**src/mfc_map.vh**
```
// Purpose: constants for the flow control and address filter block
// Assumes: 40 MHz clock, byte-wide receive stream
// Notes:   all timing counts derive from the clock period
`ifndef MFC_MAP_VH
`define MFC_MAP_VH
`define MFC_CLK_NS        25
`define MFC_SLOT_BITS     512
`define MFC_BIT_NS_100    10
`define MFC_BIT_NS_10     100
`define MFC_SLOT_CYC_100  ((`MFC_SLOT_BITS*`MFC_BIT_NS_100+`MFC_CLK_NS-1)/`MFC_CLK_NS)
`define MFC_SLOT_CYC_10   ((`MFC_SLOT_BITS*`MFC_BIT_NS_10+`MFC_CLK_NS-1)/`MFC_CLK_NS)
`define MFC_MAX_LEN       12'd1518
`define MFC_MAX_LEN_VLAN  12'd1522
`define MFC_PAUSE_DA      48'h0100_00C2_8001
`define MFC_CTRL_TYPE     16'h8808
`define MFC_PAUSE_OP      16'h0001
`define MFC_VLAN_TAG_DEF  16'h8100
`define MFC_THR_FORCE_LO  8'hFF
`define MFC_THR_FORCE_HI  8'h00
`define MFC_CRC_POLY      32'h04C1_1DB7
`define MFC_CRC_INIT      32'hFFFF_FFFF
`define MFC_DA_LAST       11'd5
`define MFC_IDX_TYPE      11'd13
`define MFC_IDX_OP        11'd15
`define MFC_IDX_PARAM     11'd17
`endif

```
**src/mfc_addr_filter.v**
```verilog
// Purpose: destination address capture, hash index and filter decision
// Assumes: first byte of the address arrives first, lsb is first bit
// Notes:   decision is registered one cycle after the sixth address byte
`include "mfc_map.vh"
module mfc_addr_filter (
    input  wire        clk_i,
    input  wire        sys_rst_i,
    input  wire        da_en_i,
    input  wire        da_first_i,
    input  wire        da_last_i,
    input  wire [7:0]  da_byte_i,
    input  wire [47:0] station_addr_i,
    input  wire [63:0] hash_table_i,
    input  wire        pass_all_multicast_i,
    input  wire        promiscuous_enable_i,
    input  wire        inverse_filter_enable_i,
    input  wire        hash_only_enable_i,
    input  wire        hash_perfect_enable_i,
    output wire [47:0] da_o,
    output wire        done_o,
    output wire        pass_o,
    output wire        mcast_o,
    output wire        bcast_o,
    output wire        own_o
);
    reg [31:0] crc_q;
    reg [47:0] da_q;
    reg        done_q;
    reg        pass_q;
    reg        mcast_q;
    reg        bcast_q;
    reg        own_q;
    wire [31:0] crc_d;
    wire [47:0] da_d;
    wire [5:0]  hash_idx;
    wire        hash_hit;
    wire        perfect;
    wire        mc;
    reg         pass_d;

    function [31:0] crc_byte;
        input [31:0] c;
        input [7:0]  d;
        integer      i;
        reg [31:0]   r;
        begin
            r = c;
            for (i = 0; i < 8; i = i + 1) begin
                if (r[31] ^ d[i])
                    r = {r[30:0], 1'b0} ^ `MFC_CRC_POLY;
                else
                    r = {r[30:0], 1'b0};
            end
            crc_byte = r;
        end
    endfunction

    assign crc_d    = crc_byte(da_first_i ? `MFC_CRC_INIT : crc_q, da_byte_i);
    assign da_d     = {da_byte_i, da_q[47:8]};
    assign hash_idx = crc_d[31:26];
    assign hash_hit = hash_table_i[hash_idx];
    assign perfect  = (da_d == station_addr_i);
    assign mc       = da_d[0];

    always @* begin
        if (promiscuous_enable_i && !inverse_filter_enable_i)
            pass_d = 1'b1;
        else if (inverse_filter_enable_i)
            pass_d = !perfect;
        else if (pass_all_multicast_i && mc)
            pass_d = 1'b1;
        else if (hash_only_enable_i && hash_perfect_enable_i)
            pass_d = hash_hit;
        else if (hash_perfect_enable_i)
            pass_d = mc ? hash_hit : perfect;
        else
            pass_d = perfect;
    end

    always @(posedge clk_i) begin
        if (sys_rst_i) begin
            crc_q   <= `MFC_CRC_INIT;
            da_q    <= 48'h0000_0000_0000;
            done_q  <= 1'b0;
            pass_q  <= 1'b0;
            mcast_q <= 1'b0;
            bcast_q <= 1'b0;
            own_q   <= 1'b0;
        end else begin
            done_q <= 1'b0;
            if (da_en_i) begin
                crc_q <= crc_d;
                da_q  <= da_d;
                if (da_last_i) begin
                    done_q  <= 1'b1;
                    pass_q  <= pass_d;
                    mcast_q <= mc;
                    bcast_q <= &da_d;
                    own_q   <= perfect;
                end
            end
        end
    end

    assign da_o    = da_q;
    assign done_o  = done_q;
    assign pass_o  = pass_q;
    assign mcast_o = mcast_q;
    assign bcast_o = bcast_q;
    assign own_o   = own_q;
endmodule // mfc_addr_filter

```
**src/mfc_flow_ctrl.v**
```verilog
// Purpose: pause decode, automatic pause, back pressure, vlan and filtering
// Assumes: receive bytes, fifo level and tx status are on clk_i
// Notes:   received pause frames are obeyed regardless of the enable
`include "mfc_map.vh"
module mfc_flow_ctrl #(
    parameter LVL_W = 8,
    parameter DUR_W = 4
) (
    input  wire             clk_i,
    input  wire             sys_rst_i,
    input  wire             pause_backpressure_enable_i,
    input  wire             full_duplex_i,
    input  wire             speed_100_i,
    input  wire [LVL_W-1:0] rx_fifo_level_i,
    input  wire [LVL_W-1:0] fifo_high_threshold_i,
    input  wire [LVL_W-1:0] fifo_low_threshold_i,
    input  wire [15:0]      transmit_pause_time_i,
    input  wire [DUR_W-1:0] backpressure_duration_i,
    input  wire             backpressure_any_frame_i,
    input  wire             backpressure_own_address_i,
    input  wire             backpressure_multicast_i,
    input  wire             backpressure_broadcast_i,
    input  wire             pass_all_multicast_i,
    input  wire             promiscuous_enable_i,
    input  wire             inverse_filter_enable_i,
    input  wire             hash_only_enable_i,
    input  wire             hash_perfect_enable_i,
    input  wire [47:0]      station_addr_i,
    input  wire [63:0]      hash_table_i,
    input  wire [15:0]      vlan_tag_a_i,
    input  wire [15:0]      vlan_tag_b_i,
    input  wire             rx_valid_i,
    input  wire             rx_sof_i,
    input  wire             rx_eof_i,
    input  wire [7:0]       rx_data_i,
    input  wire             tx_busy_i,
    input  wire             tx_pause_ack_i,
    input  wire [10:0]      tx_frame_len_i,
    input  wire [15:0]      tx_frame_type_i,
    output wire             rx_frame_done_o,
    output wire             rx_frame_accept_o,
    output wire             rx_frame_vlan_o,
    output wire             rx_frame_too_long_o,
    output wire             rx_ctrl_frame_o,
    output wire             rx_pause_rcvd_o,
    output wire             tx_hold_o,
    output wire             tx_pause_req_o,
    output wire [15:0]      tx_pause_time_o,
    output wire             tx_len_ok_o,
    output wire             jam_o
);
    localparam [1:0] AP_IDLE = 2'd0;
    localparam [1:0] AP_ON   = 2'd1;
    localparam [1:0] AP_HELD = 2'd2;
    localparam [1:0] AP_OFF  = 2'd3;
    localparam [1:0] BP_IDLE = 2'd0;
    localparam [1:0] BP_RUN  = 2'd1;
    localparam [1:0] BP_ONE  = 2'd2;
    localparam [11:0] SLOT_100 = `MFC_SLOT_CYC_100;
    localparam [11:0] SLOT_10  = `MFC_SLOT_CYC_10;

    reg  [10:0]      cnt_q;
    reg  [15:0]      w16_q;
    reg              vlan_q;
    reg              ctrl_q;
    reg              pop_q;
    reg  [15:0]      param_q;
    reg              busy_sof_q;
    reg              done_q;
    reg              accept_q;
    reg              fvlan_q;
    reg              long_q;
    reg              fctrl_q;
    reg              prcv_q;
    reg              pend_q;
    reg  [15:0]      pend_time_q;
    reg  [15:0]      pause_cnt_q;
    reg  [11:0]      slot_cnt_q;
    reg  [1:0]       ap_q;
    reg  [15:0]      ap_time_q;
    reg  [1:0]       bp_q;
    reg  [DUR_W-1:0] bp_tmr_q;
    reg              one_seen_q;
    reg              jam_q;
    reg              tx_ok_q;

    wire [10:0] idx;
    wire [15:0] w16_d;
    wire [11:0] len;
    wire [11:0] rx_max;
    wire [11:0] tx_max;
    wire        byte_eof;
    wire        too_long;
    wire        is_pause;
    wire        tag_hit;
    wire        tx_tag;
    wire [11:0] slot_len;
    wire        slot_tick;
    wire        apply;
    wire        forced;
    wire        high_hit;
    wire        low_hit;
    wire        en_fd;
    wire        en_hd;
    wire        class_hit;
    wire [47:0] da;
    wire        flt_done;
    wire        flt_pass;
    wire        flt_mc;
    wire        flt_bc;
    wire        flt_own;

    assign idx      = rx_sof_i ? 11'd0 : cnt_q;
    assign w16_d    = {w16_q[7:0], rx_data_i};
    assign byte_eof = rx_valid_i && rx_eof_i;
    assign len      = {1'b0, idx} + 12'd1;
    assign tag_hit  = (w16_d == vlan_tag_a_i) || (w16_d == vlan_tag_b_i);
    assign tx_tag   = (tx_frame_type_i == vlan_tag_a_i) || (tx_frame_type_i == vlan_tag_b_i);
    assign rx_max   = vlan_q ? `MFC_MAX_LEN_VLAN : `MFC_MAX_LEN;
    assign tx_max   = tx_tag ? `MFC_MAX_LEN_VLAN : `MFC_MAX_LEN;
    assign too_long = len > rx_max;
    assign is_pause = ctrl_q && pop_q && (da == `MFC_PAUSE_DA) && (idx >= `MFC_IDX_PARAM);

    // a forced high level must also hide the low level, else it would cancel
    assign forced   = (fifo_low_threshold_i == `MFC_THR_FORCE_LO) &&
                      (fifo_high_threshold_i == `MFC_THR_FORCE_HI);
    assign high_hit = forced || (rx_fifo_level_i >= fifo_high_threshold_i);
    assign low_hit  = !forced && (rx_fifo_level_i < fifo_low_threshold_i);
    assign en_fd    = pause_backpressure_enable_i && full_duplex_i;
    assign en_hd    = pause_backpressure_enable_i && !full_duplex_i;

    assign slot_len  = speed_100_i ? SLOT_100 : SLOT_10;
    assign slot_tick = (slot_cnt_q == slot_len - 12'd1);
    assign apply     = pend_q && !tx_busy_i;

    assign class_hit = backpressure_any_frame_i ||
                       (backpressure_own_address_i && flt_own) ||
                       (backpressure_multicast_i && flt_mc && !flt_bc) ||
                       (backpressure_broadcast_i && flt_bc);

    mfc_addr_filter u_filter (
        .clk_i                   (clk_i),
        .sys_rst_i               (sys_rst_i),
        .da_en_i                 (rx_valid_i && (idx <= `MFC_DA_LAST)),
        .da_first_i              (rx_sof_i),
        .da_last_i               (idx == `MFC_DA_LAST),
        .da_byte_i               (rx_data_i),
        .station_addr_i          (station_addr_i),
        .hash_table_i            (hash_table_i),
        .pass_all_multicast_i    (pass_all_multicast_i),
        .promiscuous_enable_i    (promiscuous_enable_i),
        .inverse_filter_enable_i (inverse_filter_enable_i),
        .hash_only_enable_i      (hash_only_enable_i),
        .hash_perfect_enable_i   (hash_perfect_enable_i),
        .da_o                    (da),
        .done_o                  (flt_done),
        .pass_o                  (flt_pass),
        .mcast_o                 (flt_mc),
        .bcast_o                 (flt_bc),
        .own_o                   (flt_own)
    );

    // receive byte parse and end-of-frame verdict
    always @(posedge clk_i) begin
        if (sys_rst_i) begin
            cnt_q      <= 11'd0;
            w16_q      <= 16'h0000;
            vlan_q     <= 1'b0;
            ctrl_q     <= 1'b0;
            pop_q      <= 1'b0;
            param_q    <= 16'h0000;
            busy_sof_q <= 1'b0;
            done_q     <= 1'b0;
            accept_q   <= 1'b0;
            fvlan_q    <= 1'b0;
            long_q     <= 1'b0;
            fctrl_q    <= 1'b0;
            prcv_q     <= 1'b0;
        end else begin
            done_q <= 1'b0;
            prcv_q <= 1'b0;
            if (rx_valid_i) begin
                w16_q <= w16_d;
                // count saturates so very long frames stay flagged
                if (idx != 11'h7FF)
                    cnt_q <= idx + 11'd1;
                if (rx_sof_i) begin
                    vlan_q     <= 1'b0;
                    ctrl_q     <= 1'b0;
                    pop_q      <= 1'b0;
                    busy_sof_q <= tx_busy_i;
                end
                if (idx == `MFC_IDX_TYPE) begin
                    vlan_q <= tag_hit;
                    ctrl_q <= (w16_d == `MFC_CTRL_TYPE);
                end
                if (idx == `MFC_IDX_OP)
                    pop_q <= ctrl_q && (w16_d == `MFC_PAUSE_OP);
                if (idx == `MFC_IDX_PARAM)
                    param_q <= w16_d;
                if (rx_eof_i) begin
                    done_q   <= 1'b1;
                    fvlan_q  <= vlan_q;
                    long_q   <= too_long;
                    fctrl_q  <= ctrl_q;
                    accept_q <= (flt_pass || ctrl_q) && !too_long;
                    prcv_q   <= is_pause && !too_long;
                end
            end
        end
    end

    // received pause hold-off
    always @(posedge clk_i) begin
        if (sys_rst_i) begin
            pend_q      <= 1'b0;
            pend_time_q <= 16'h0000;
            pause_cnt_q <= 16'h0000;
            slot_cnt_q  <= 12'd0;
        end else begin
            if (byte_eof && is_pause && !too_long) begin
                pend_q      <= 1'b1;
                pend_time_q <= param_q;
            end else if (apply) begin
                pend_q <= 1'b0;
            end
            if (apply || slot_tick)
                slot_cnt_q <= 12'd0;
            else
                slot_cnt_q <= slot_cnt_q + 12'd1;
            if (apply)
                pause_cnt_q <= pend_time_q;
            else if (slot_tick && (pause_cnt_q != 16'h0000))
                pause_cnt_q <= pause_cnt_q - 16'h0001;
        end
    end

    // automatic pause transmit, full duplex
    always @(posedge clk_i) begin
        if (sys_rst_i) begin
            ap_q      <= AP_IDLE;
            ap_time_q <= 16'h0000;
        end else begin
            case (ap_q)
                AP_IDLE: begin
                    if (en_fd && high_hit) begin
                        ap_q      <= AP_ON;
                        ap_time_q <= transmit_pause_time_i;
                    end
                end
                AP_ON: begin
                    if (tx_pause_ack_i)
                        ap_q <= AP_HELD;
                end
                AP_HELD: begin
                    // while enabled, re-arm only through low, so level jitter cannot flood the link
                    if (!en_fd)
                        ap_q <= AP_IDLE;
                    else if (low_hit) begin
                        ap_q      <= AP_OFF;
                        ap_time_q <= 16'h0000;
                    end
                end
                AP_OFF: begin
                    if (tx_pause_ack_i)
                        ap_q <= AP_IDLE;
                end
                default: ap_q <= AP_IDLE;
            endcase
        end
    end

    // back pressure, half duplex
    always @(posedge clk_i) begin
        if (sys_rst_i) begin
            bp_q       <= BP_IDLE;
            bp_tmr_q   <= {DUR_W{1'b0}};
            one_seen_q <= 1'b0;
        end else begin
            case (bp_q)
                BP_IDLE: begin
                    bp_tmr_q <= {DUR_W{1'b0}};
                    if (en_hd && high_hit)
                        bp_q <= BP_RUN;
                end
                BP_RUN: begin
                    one_seen_q <= 1'b0;
                    if (!en_hd || low_hit) begin
                        bp_q     <= BP_IDLE;
                        bp_tmr_q <= {DUR_W{1'b0}};
                    end else if (bp_tmr_q >= backpressure_duration_i)
                        bp_q <= BP_ONE;
                    else if (slot_tick)
                        bp_tmr_q <= bp_tmr_q + {{(DUR_W-1){1'b0}}, 1'b1};
                end
                BP_ONE: begin
                    if (!en_hd)
                        bp_q <= BP_IDLE;
                    else if (rx_valid_i && rx_sof_i)
                        one_seen_q <= 1'b1;
                    else if (byte_eof && one_seen_q) begin
                        bp_tmr_q <= {DUR_W{1'b0}};
                        bp_q     <= low_hit ? BP_IDLE : BP_RUN;
                    end
                end
                default: bp_q <= BP_IDLE;
            endcase
        end
    end

    // jam starts at the address decision of a new frame and lasts to its end
    always @(posedge clk_i) begin
        if (sys_rst_i) begin
            jam_q <= 1'b0;
        end else if (byte_eof) begin
            jam_q <= 1'b0;
        end else if (flt_done && (bp_q == BP_RUN) && class_hit && !busy_sof_q) begin
            jam_q <= 1'b1;
        end
    end

    always @(posedge clk_i) begin
        if (sys_rst_i)
            tx_ok_q <= 1'b0;
        else
            tx_ok_q <= ({1'b0, tx_frame_len_i} <= tx_max);
    end

    assign rx_frame_done_o     = done_q;
    assign rx_frame_accept_o   = accept_q;
    assign rx_frame_vlan_o     = fvlan_q;
    assign rx_frame_too_long_o = long_q;
    assign rx_ctrl_frame_o     = fctrl_q;
    assign rx_pause_rcvd_o     = prcv_q;
    assign tx_hold_o           = (pause_cnt_q != 16'h0000);
    assign tx_pause_req_o      = (ap_q == AP_ON) || (ap_q == AP_OFF);
    assign tx_pause_time_o     = ap_time_q;
    assign tx_len_ok_o         = tx_ok_q;
    assign jam_o               = jam_q;
endmodule // mfc_flow_ctrl

```
**config.mk**
```make
export PLATFORM = sky130hd
export DESIGN_NAME = mfc_flow_ctrl
export DESIGN_NICKNAME = d
export VERILOG_FILES = /design/src/mfc_addr_filter.v /design/src/mfc_flow_ctrl.v
export VERILOG_INCLUDE_DIRS = /design/src /design/src/src
export SDC_FILE = /design/constraint.sdc
export NUM_CORES = 1
export LEC_CHECK = 0
export ABC_AREA = 1
export BUFFER_PORTS_ARGS = -buffer_cell sky130_fd_sc_hd__buf_2
export CAP_MARGIN = 20
export CORE_AREA = 5 5 192 194
export DETAILED_ROUTE_END_ITERATION = 8
export DIE_AREA = 0 0 197 199
export PLACE_DENSITY = 0.54
export SLEW_MARGIN = 20
export SYNTH_ARGS = -nofsm -noshare
export SYNTH_HDL_FRONTEND = slang
export SYNTH_SLANG_ARGS = --single-unit
export TNS_END_PERCENT = 5
```
**constraint.sdc**
```tcl
create_clock -name clk_i -period 3.02 [get_ports clk_i]
set_input_delay 0.604 -clock clk_i [delete_from_list [all_inputs] [get_ports clk_i]]
set_output_delay 0.604 -clock clk_i [all_outputs]
set_load 0.05 [all_outputs]
```
Word level (Yosys, flattened, before mapping). Index checks and enable logic that the tools add are counted.

Add/subtract/negate cells: 6. Order comparisons: 8. Equal/unequal tests: 36. Muxes and demuxes: 59. Bitwise operators: 19. Reduce and logical (&&, ||, !) cells: 78.

Operators by type and width (count): 27-bit 2-to-1 mux (8); 14-bit NOT (8); 16-bit 2-to-1 mux (5); 16-bit == test (4); 48-bit by 41-bit == test with 1-bit output (second input constant) (1); 48-bit == test (1); 48-bit AND reduction (1); 32-bit 2-to-1 mux (1); 16-bit one-hot mux with 2 select lines (1); 1-bit logical AND (30); 4-bit 2-to-1 mux (6); 11-bit by 4-bit == test with 1-bit output (second input constant) (2); 2-bit 2-to-1 mux (11); 2-bit != test (second input constant) (10); 1-bit 2-to-1 mux (18); 3-bit != test (second input constant) (6); 16-bit by 1-bit == test with 1-bit output (second input constant) (1); 16-bit == test (second input constant) (1); 16-bit nonzero test (1); 16-bit by 1-bit subtractor with 16-bit output (second input constant) (1); 2-bit AND reduction (7); 11-bit by 1-bit adder with 12-bit output (second input constant) (1); 12-bit by 1-bit adder with 12-bit output (second input constant) (1); 12-bit == test (1); 38 further kinds (79).

Bits in registers: 202. Bits of input ports: 242. Logic and storage cells: 237.

Longest topological paths before layout. Gate-level depths: netlist of run 1.

Word-level depth: 25. Mapped depth: 24. Gate-level depth less buffers: 21.

By module. A second synthesis of run 1 with hierarchy kept.

Cell total of the unflattened synthesis: 1897. Area total of the unflattened synthesis: 13013.7 sq um.

By module, submodules not included: mfc_flow_ctrl (times used 1, cells an instance 1144, area an instance 7684.9 sq um, seq. area each 2342.2 sq um); mfc_addr_filter (times used 1, cells an instance 753, area an instance 5328.9 sq um, seq. area each 1701.6 sq um).

Worst setup path after synthesis of run 1. OpenSTA, ideal clock, no wires.

Path type: input to register. Start point: input rx_sof_i. End point: register pend_time_q[1]. Library setup time: 0.070 ns. Data arrival time: 3.069 ns. Slack: -0.118 ns. Cell stages on the path: 21. Path through: buf_6 buf_8 buf_6 nor2_1 ha_1 xor2_1 inv_1 ha_1 nand3_1 nand2_1 a21oi_1 nor3b_1 nand2_1 o21ai_1 nand2_1 nand2_1 nor2_1 nand2_2 buf_2 o21ai_0 a21oi_1.

Longest elaborated chain between the ends: 5. Elaborated cells on any way between the ends: 8. Those cells by class: add/sub: 1; order compare: 2; mux: 1; reduce/logical: 4.

RTL lines: start, declared (line mfc_flow_ctrl.v:33) `input wire rx_sof_i,`; 11-bit 2-to-1 mux (line mfc_flow_ctrl.v:113) `assign idx = rx_sof_i ? 11'd0 : cnt_q;`; 11-bit by 1-bit adder with 12-bit output (line mfc_flow_ctrl.v:116) `assign len = {1'b0, idx} + 12'd1;`; named net len[2] (line mfc_flow_ctrl.v:89) `wire [11:0] len;`; 12-bit by 11-bit > comparator with 1-bit output (line mfc_flow_ctrl.v:121) `assign too_long = len > rx_max;`; 1-bit zero test (line mfc_flow_ctrl.v:221) `if (byte_eof && is_pause && !too_long) begin`; 1-bit logical AND (line mfc_flow_ctrl.v:221); end signal, assigned (line mfc_flow_ctrl.v:223) `pend_time_q <= param_q;`; end, declared (line mfc_flow_ctrl.v:76) `reg [15:0] pend_time_q;`.

The timed path passes the listed nets, and every way through them passes these cells. A chain may end at the register's enable or synchronous reset.

Worst setup path after layout of run 1.
Start point: register pause_cnt_q[0]. End point: output tx_hold_o.

Longest elaborated chain between the ends: 1.

RTL lines: start, declared (line mfc_flow_ctrl.v:77) `reg [15:0] pause_cnt_q;`; start signal, assigned (line mfc_flow_ctrl.v:232) `pause_cnt_q <= pend_time_q;`; start signal, assigned (line mfc_flow_ctrl.v:234) `pause_cnt_q <= pause_cnt_q - 16'h0001;`; 16-bit nonzero test (line mfc_flow_ctrl.v:335) `assign tx_hold_o = (pause_cnt_q != 16'h0000);`; end, declared (line mfc_flow_ctrl.v:46) `output wire tx_hold_o,`.

No other way between the ends.

==> results.toml, run 1 <==
[sta]
fin_ws_ps = 167
finalSetupViolations = 0
rsz0062_at_grt = "no"
max_slew_margin_pct = 56.2
fin_skew_ps = 18.7
final-hold-violation-count = 0
fin_crit_ps = 2850
max_freq_mhz = 351
whs_ps = 251
maxSlewViolCount = 0
tightest_slew_ps = 656
tns_ps = 0
period_share_pct = 94.5

[finish]
fin_area_um2 = 15400
drive_gt1_share_pct = 21.8
nets = 2306
fin_util_pct = 43.8
syn_to_final_growth_pct = 24.3
diodes = 0

[setup_path]
rr_worst_depth = 19
cp-end-kind = "primary output"
endpoint = "tx_hold_o"
timing.rr.end = "pend_time_q[13]"
crit_type = "reg2out"
critical_path_required_ps = 2420
worstSetupStartpoint = "pause_cnt_q[0]"
r2r_start = "cnt_q[1]"
critPathMaxFanout = 4
worstPathArrival_ps = 2250
reg2reg_slack_ps = 360
cp-start-kind = "flip-flop"

[global_routing]
antenna_found_initial = 0
grt_pass1_wl_um = 62700
grt_start_max_net_pins = 56
grt_pass1_vias = 11900
grt_usage_pct = 19.7
overflow = 0

[floorplanning]
dieArea_um2 = 39200
die_y_um = 199
start_util_pct = 35.3
core_um2 = 35100
ios = 268
rows = 69
die_w_um = 197

[logic_synthesis]
ys_ff_latch = 202
ys_top_cells_by_area = "dfxtp_1, nand2_1, inv_1, a21oi_1, xnor2_1"
yosysSeqAreaShare_pct = 32.7
synthArstFlopShare_pct = 0
syn_avg_cell_area_um2 = 7.09
yosys_warnings = 0
syn-cell-area_um2 = 12400
synthCells = 1744
ys.flop_type = "dfxtp_1"
synth.distinct_cells = 60
synth_top_cell_by_area = "dfxtp_1"
yosys.area.top_type_share_pct = 32.7
synth-edff-count = 0
synth_nets = 2017

[clock_network]
cts_buffer_depth = 3
clock_sinks = 202
clkTransAtPathRegs_ps = 60
cts_made_buffers = 23
cts_setup_buffers = 0
htree_num_levels = 1
clkLatencyLatePin_ps = 530
cts_root_buf = "clkbuf_16"
cts_tree = "built"

[placed_design]
port_buffers = 267
pre_cts_slack_ps = -78.1
dp_hpwl_um = 32000
place_area_um2 = 14600
place.gp.congestion = 0.923

[power]
ir_drop_mv = 0.439
power.density_nw_per_um2 = 561
p_leak_nw = 6.80

[drt]
first_pass_iters = 5
ant_nets = 0
num_vias = 12500
drt_iter0_drc = 660
drc = 0
routed_via_density = 4.98
routed_wl_um = 40400
wl_per_cell_um = 16.1

[outcome]
status = "completed"

[min_path]
hp-class = "in2reg"

[flow_run]
maxCapViolCount = 0
synth_stat cells, types with 8 or more instances:
library cell  count
nand2_1         245
inv_1           242
dfxtp_1         202
a21oi_1         169
nand3_1         131
nor2_1          127
o21ai_0         116
xnor2_1          87
xor2_1           66
nand4_1          51
clkbuf_1         41
ha_1             31
a211oi_1         26
nor3_1           26
nor4_1           22
buf_2            18
or2_2            18
a31oi_1          11
nand2_2           9
o2111ai_1         9
buf_1             8
stage by stage:
stage	std cells	total power [mW]
2_1_floorplan	1744	4.92
3_3_place_gp	2469	5.72
3_5_place_dp	2469	5.75
4_1_cts	2511	8.70
5_1_grt	2511	9.10
6_report	2511	8.62
layer usage:
metal	vias to the layer above	track usage [%]	wire length (um)
met3	57	2.93	2240
met5	-	0	0
li1	6358	-	-
met1	5773	26.9	18600
met2	313	32.9	18600
met4	0	4.75	1000
power by group:
group          switching, mW  leakage [nW]  total [mW]  internal [mW]
sequential             0.178          1.65        3.08           2.90
clock                   1.16         0.397        2.94           1.78
combinational           1.65          4.75        2.61          0.958
total                   2.99          6.80        8.62           5.64
flip-flops by register name, summed over array words and instances (netlist names), 2 cells and up:
signal and count:
u_filter.da_o 48, u_filter.crc_q 32, param_q 16, pause_cnt_q 16
pend_time_q 16, tx_pause_time_o 16, slot_cnt_q 12, cnt_q 11
w16_q 8, bp_tmr_q 4, ap_q 2, bp_q 2
cells by family after synthesis:
| family | share of synthesized area, % |
|---|---|
| adder cells (fa/ha/maj) | 3.14 |
| AND/OR/NAND/NOR | 25.0 |
| flip-flops | 32.7 |
| XOR/XNOR | 12.1 |
| buffers and inverters | 10.6 |
| AO/OA/AOI/OAI | 16.5 |
critical path, cell delays in order (launching register included):
cell and delay (ps):
dfxtp_1 310, inv_1 90, ha_1 220, nand4_1 180, nor2_2 190, nand3_1 130, nor3_2 160, nand4_1 170
buf_2 260
area by class of cell:
type / count / area [um2]
fill: 3703 / 19700
inverter: 252 / 951
timing repair buffer: 340 / 1960
tap: 461 / 577
sequential: 202 / 4040
clock inverter: 6 / 95.1
clock buffer: 36 / 704
multi-input combinational: 1214 / 7030
worst min path at each step:
stage,from,endpoint,cells after the start
4_1_cts,tx_frame_len_i[10],tx_len_ok_o,2
2_1_floorplan,pend_time_q[11],pend_time_q[11],2
3_5_place_dp,pend_time_q[7],pend_time_q[7],2
5_1_grt,tx_frame_len_i[10],tx_len_ok_o,2
6_report,tx_frame_len_i[10],tx_len_ok_o,2
3_3_place_gp,pend_time_q[7],pend_time_q[7],2
layout by cell type (no fill, tap or decap), drive strengths merged, types with 5 or more instances in the layout:
cell     synthesis  routed
inv            249     251
or2             18      18
nor2           131     131
a22oi            5       5
nand3          134     134
clkbuf          42      36
xor2            71      71
nor3b            5       5
nor3            30      30
a21oi          170     170
nand2          261     261
o2111ai          9       9
buf             34     340
clkinv           3       5
o21ai          122     122
nor4            22      22
xnor2           88      88
a31oi           11      11
ha              31      31
dfxtp          202     202
nand4           51      51
a211oi          26      26
timing repair:
item / in CTS / in global routing
hold buffers: 0 / 0
resized for setup: 1 / 1
hold endpoints to repair: 0 / 0
endpoints found under the setup margin: 1 / 1
No activity file was read; power rests on OpenSTA's default activity.
==> run 2, diff against run 1 <==
--- a/config.mk
+++ b/config.mk
@@ -7,7 +7,7 @@
 export NUM_CORES = 1
 export LEC_CHECK = 0
 export ABC_AREA = 1
-export BUFFER_PORTS_ARGS = -buffer_cell sky130_fd_sc_hd__buf_2
+export BUFFER_PORTS_ARGS = -buffer_cell sky130_fd_sc_hd__buf_4
 export CAP_MARGIN = 20
 export CORE_AREA = 5 5 192 194
 export DETAILED_ROUTE_END_ITERATION = 8
==> constraint.sdc (replaced) <==
create_clock -name clk_i -period 3.02 [get_ports clk_i]
set_input_delay 0.151 -clock clk_i [delete_from_list [all_inputs] [get_ports clk_i]]
set_output_delay 0.151 -clock clk_i [all_outputs]
set_load 0.01 [all_outputs]
==> results.toml, run 2 (synthesized netlist as in run 1, its figures left out) <==
[outcome]
status = "completed"

[clock_network]
clkLatencyLatePin_ps = 520
cts_made_buffers = 24
htree_num_levels = 1
clock_sinks = 202
cts_tree = "built"
cts_root_buf = "clkbuf_16"
clkTransAtPathRegs_ps = 60
cts_buffer_depth = 3

[sta]
final-hold-violation-count = 0
tns_ps = 0
max_slew_margin_pct = 34.4
fin_ws_ps = 317
whs_ps = 20.6
max_freq_mhz = 370
rsz0062_at_grt = "no"
fin_crit_ps = 2700
fin_skew_ps = 7.77
tightest_slew_ps = 975
maxSlewViolCount = 0
finalSetupViolations = 0
period_share_pct = 89.5

[finish]
drive_gt1_share_pct = 19.9
fill_cells = 3642
diodes = 0
syn_to_final_growth_pct = 28.4
nets = 2286
fin_area_um2 = 15900
fin_util_pct = 45.3
final_cell_count_no_fill = 2491
layout_common_cells = "buf_4, nand2_1, inv_1, dfxtp_1, a21oi_1"
final_common_cell = "buf_4"
largest_reg_flops = 48

[placed_design]
place_area_um2 = 14800
place.gp.congestion = 0.866
pre_cts_slack_ps = 262
dpl.cell_count = 2425
port_buffers = 267
dp_hpwl_um = 31500

[drt]
routed_wl_um = 40700
wl_per_cell_um = 16.3
first_pass_iters = 5
drt_iter0_drc = 786
drc = 0
num_vias = 12400
routed_via_density = 4.97
ant_nets = 0

[flow_run]
maxCapViolCount = 0

[global_routing]
use_met3_pct = 3.29
overflow = 0
met2_usage_pct = 33.1
grt_pass1_vias = 12000
grt_util_met1_pct = 27.0
grt_pass1_wl_um = 63400
grt_start_max_net_pins = 72
top_usage_layer = "met2"
grt_usage_pct = 19.9
antenna_found_initial = 0

[floorplanning]
ios = 268
start_util_pct = 35.3
rows = 69
dieArea_um2 = 39200
die_w_um = 197
die_y_um = 199
core_um2 = 35100

[power]
p_total_mw = 8.44
p_leak_nw = 6.88
ir_drop_mv = 0.389
power.density_nw_per_um2 = 532

[setup_path]
cp-start-kind = "flip-flop"
critical_path_required_ps = 2870
critPathMaxFanout = 4
crit_type = "reg2out"
worstPathArrival_ps = 2550
cp-end-kind = "primary output"

[min_path]
hp-class = "in2reg"
-- run 2: cell type report --
cell class              instances  area (um2)  share of cell area (%)
multi-input cells            1214        7020                    44.2
flip-flops and latches        202        4040                    25.5
repair buffers                319        2490                    15.7
inverters                     252         951                    5.99
clock buffers                  32         681                    4.29
well taps                     461         577                    3.63
clock inverters                11         123                   0.772
-- run 2: power breakdown --
group,switching [mW],leakage [nW],internal (mW)
clock,1.17,0.398,1.75
sequential,0.188,1.65,2.90
combinational,1.40,4.83,1.03
-- run 2: final timing paths --
check / startpoint / endpoint / slack, ps / cells after the start
max: pause_cnt_q[0] / tx_hold_o / 320 / 8
min: rx_data_i[2] / param_q[2] / 20 / 3
max reg2reg: cnt_q[1] / pend_time_q[11] / 330 / 17
min reg2reg: pend_time_q[7] / pend_time_q[7] / 440 / 2
-- run 2: what timing repair did --
item / 4_1_cts / 5_1_grt
hold buffers: 23 / 0
buffers inserted: 0 / 0
resized for setup: 0 / 0
hold endpoints to repair: 29 / 0
-- run 2: worst max-delay path: stages (launching register included) --
cell and delay [ps]:
dfxtp_1 310, inv_1 100, ha_1 230, nand4_1 160, nor2_1 260, nand3_1 140, nor3_1 380, nand4_1 250
buf_4 220
-- run 2: routing by layer --
metal,part of all wire (%),vias up
li1,-,6320
met5,0,-
met3,7.2,67
met2,46,394
met4,2.4,0
met1,44,5608
==> run 3, diff against run 2 <==
--- a/config.mk
+++ b/config.mk
@@ -8,13 +8,14 @@
 export LEC_CHECK = 0
 export ABC_AREA = 1
 export BUFFER_PORTS_ARGS = -buffer_cell sky130_fd_sc_hd__buf_4
-export CAP_MARGIN = 20
-export CORE_AREA = 5 5 192 194
+export CORE_AREA = 5 5 197 199
 export DETAILED_ROUTE_END_ITERATION = 8
-export DIE_AREA = 0 0 197 199
+export DIE_AREA = 0 0 202 204
 export PLACE_DENSITY = 0.54
+export SKIP_CTS_REPAIR_TIMING = 1
 export SLEW_MARGIN = 20
 export SYNTH_ARGS = -nofsm -noshare
 export SYNTH_HDL_FRONTEND = slang
+export SYNTH_HIERARCHICAL = 1
 export SYNTH_SLANG_ARGS = --single-unit
 export TNS_END_PERCENT = 5
==> results.toml, run 3 <==
[finish]
syn_to_final_growth_pct = 27.5
final_common_cell = "nand2_1"
largest_reg_flops = 48
final_cell_count_no_fill = 2663
nets = 2444
drive_gt1_share_pct = 19.9
fill_cells = 3796
layout_common_cells = "nand2_1, buf_4, inv_1, dfxtp_1, nor2_1"
fin_area_um2 = 16600
fin_util_pct = 44.8

[global_routing]
overflow = 0
antenna_found_initial = 5
grt_pass1_vias = 12700
grt_start_max_net_pins = 88
grt_pass1_wl_um = 67700
grt_usage_pct = 19.9

[logic_synthesis]
synthArstFlopShare_pct = 0
yosysMostFrequentCell = "nand2_1"
ys_ff_latch = 202
synthCells = 1897
synth_nets = 2169
synth.distinct_cells = 59
synth-edff-count = 0
synth_common_cells = "nand2_1, inv_1, dfxtp_1"
syn_avg_cell_area_um2 = 6.86
syn-cell-area_um2 = 13000
yosysSeqAreaShare_pct = 31.1
ys_top_cells_by_area = "dfxtp_1, nand2_1, a21oi_1, xnor2_1, inv_1"
synth_top_cell_by_area = "dfxtp_1"
yosys_warnings = 6
ys.flop_type = "dfxtp_1"
yosys.area.top_type_share_pct = 31.1

[power]
ir_drop_mv = 0.330
p_leak_nw = 7.34
power.density_nw_per_um2 = 511
p_total_mw = 8.49

[setup_path]
worstSetupStartpoint = "cnt_q[0]"
cp-start-kind = "flip-flop"
worstPathArrival_ps = 3260
crit_family = "simple AND/OR/NAND/NOR gates"
max_stage_delay_ps = 320
crit_type = "reg2reg"
timing.rr.end = "pend_time_q[14]"
critical_path_required_ps = 3480
crit_top_cell = "nand2_1"
slowest_stage = "dfxtp_1"
cp-end-kind = "flip-flop"
path_buf_inv = 4
rr_worst_depth = 21
critPathMaxFanout = 5
endpoint = "pend_time_q[14]"
crit_path_cell_trace = "inv_1 > nor2_4 > ha_2 > nand3_1 > nor2_2 > xor2_2 > inv_1 > ha_1 > nand2_1 > inv_1 > nand2_1 > nand2_1 > nand2_1 > nor2_1 > nand4_1 > nand2_2 > nand2_4 > buf_4 > nand4_1 > nand2_1 > nor2_2"
r2r_start = "cnt_q[0]"
cp.depth = 21
reg2reg_slack_ps = 220

[clock_network]
cts_buffer_depth = 3
clkTransAtPathRegs_ps = 60
clock_sinks = 202
cts_root_buf = "clkbuf_16"
clkLatencyLatePin_ps = 520
htree_num_levels = 1
cts_tree = "built"
cts_made_buffers = 24

[placed_design]
place.gp.congestion = 0.858
dp_hpwl_um = 32900
port_buffers = 267
dpl.cell_count = 2592
place_area_um2 = 15500

[drt]
ant_nets = 0
drc = 0
num_vias = 13300
routed_via_density = 4.99
routed_wl_um = 43300
first_pass_iters = 5
wl_per_cell_um = 16.3
drt_iter0_drc = 744

[sta]
period_share_pct = 92.6
finalSetupViolations = 0
fin_skew_ps = 7.87
max_freq_mhz = 358
max_slew_margin_pct = 57.0
tightest_slew_ps = 642
maxSlewViolCount = 0
final-hold-violation-count = 0
fin_crit_ps = 2800

[floorplanning]
dieArea_um2 = 41200
core_um2 = 37000
rows = 71
ios = 268
die_w_um = 202
start_util_pct = 35.1
die_y_um = 204

[flow_run]
maxCapViolCount = 0

[min_path]
hp-class = "in2reg"

[outcome]
status = "completed"
==> run 3: cell count changes in the layout (fill, tap and decap cells not counted), moves of 10 or more <==
cell,change
nand2_1,+67
nor2_1,+49
nand4_1,+39
inv_1,-30
a211oi_1,-23
o21ai_0,+15
nand2_2,+14
nand3_1,+14
inv_2,+13
nand3b_1,+11
nor2_2,+10
==> run 3: final cells by class <==
| class | count | area, um2 | area share [%] |
|---|---|---|---|
| inverters | 237 | 892 | 5.37 |
| clock inverters | 8 | 67.6 | 0.407 |
| clock buffers | 34 | 699 | 4.21 |
| repair buffers | 323 | 2520 | 15.2 |
| multi-input cells | 1384 | 7780 | 46.8 |
| flip-flops and latches | 202 | 4040 | 24.4 |
| well taps | 474 | 593 | 3.57 |
| diodes | 1 | 2.50 | 0.0151 |
==> run 3: through the flow <==
step                setup WS [ps]  hold WS [ps]  TNS [ps]
floorplan                     473           247         0
global placement              195           408         0
detailed placement           88.4           406         0
CTS                           105          -144         0
global route                -31.3          11.4      -103
finish                        224          26.8         0
==> run 3: metal layers <==
layer / GRT usage, % / up-vias / routed length, um
li1: - / 6841 / -
met1: 25.9 / 6052 / 19300
met2: 34.0 / 324 / 20600
met3: 3.92 / 66 / 2320
met4: 4.66 / 8 / 1110
met5: 0 / - / 53
==> run 3: worst min-delay path by stage <==
stage,slack [ps],start,end,cells past startpoint
finish,30,full_duplex_i,one_seen_q,4
CTS,-140,tx_frame_len_i[10],tx_len_ok_o,2
detailed placement,410,tx_frame_len_i[10],tx_len_ok_o,2
floorplan,250,tx_frame_len_i[10],tx_len_ok_o,1
global placement,410,tx_frame_len_i[10],tx_len_ok_o,2
global route,10,rx_data_i[2],w16_q[2],3
==> run 3: tightest hold or removal path: cells and delay by family <==
family	cells	cell delay [ps]
AND/OR/NAND/NOR	2	190
buffers and inverters	1	90
AO/OA/AOI/OAI	1	60
==> run 3: report_power, final <==
| group | leakage (nW) | internal (mW) | switching (mW) |
|---|---|---|---|
| Combinational | 5.31 | 1.06 | 1.46 |
| Sequential | 1.65 | 2.90 | 0.235 |
| Clock | 0.380 | 1.69 | 1.15 |
| Total | 7.34 | 5.65 | 2.84 |
==> run 3: logic make-up (layout without fill, tap and decap cells) <==
group	Yosys count	count (layout)	synth area share (%)
simple gates	855	857	31.1
compound gates	335	335	13.8
buf+inv	313	602	9.66
flops	202	202	31.1
xor+xnor	162	162	11.5
fa+ha+maj	30	30	2.88
other cells	0	1	0
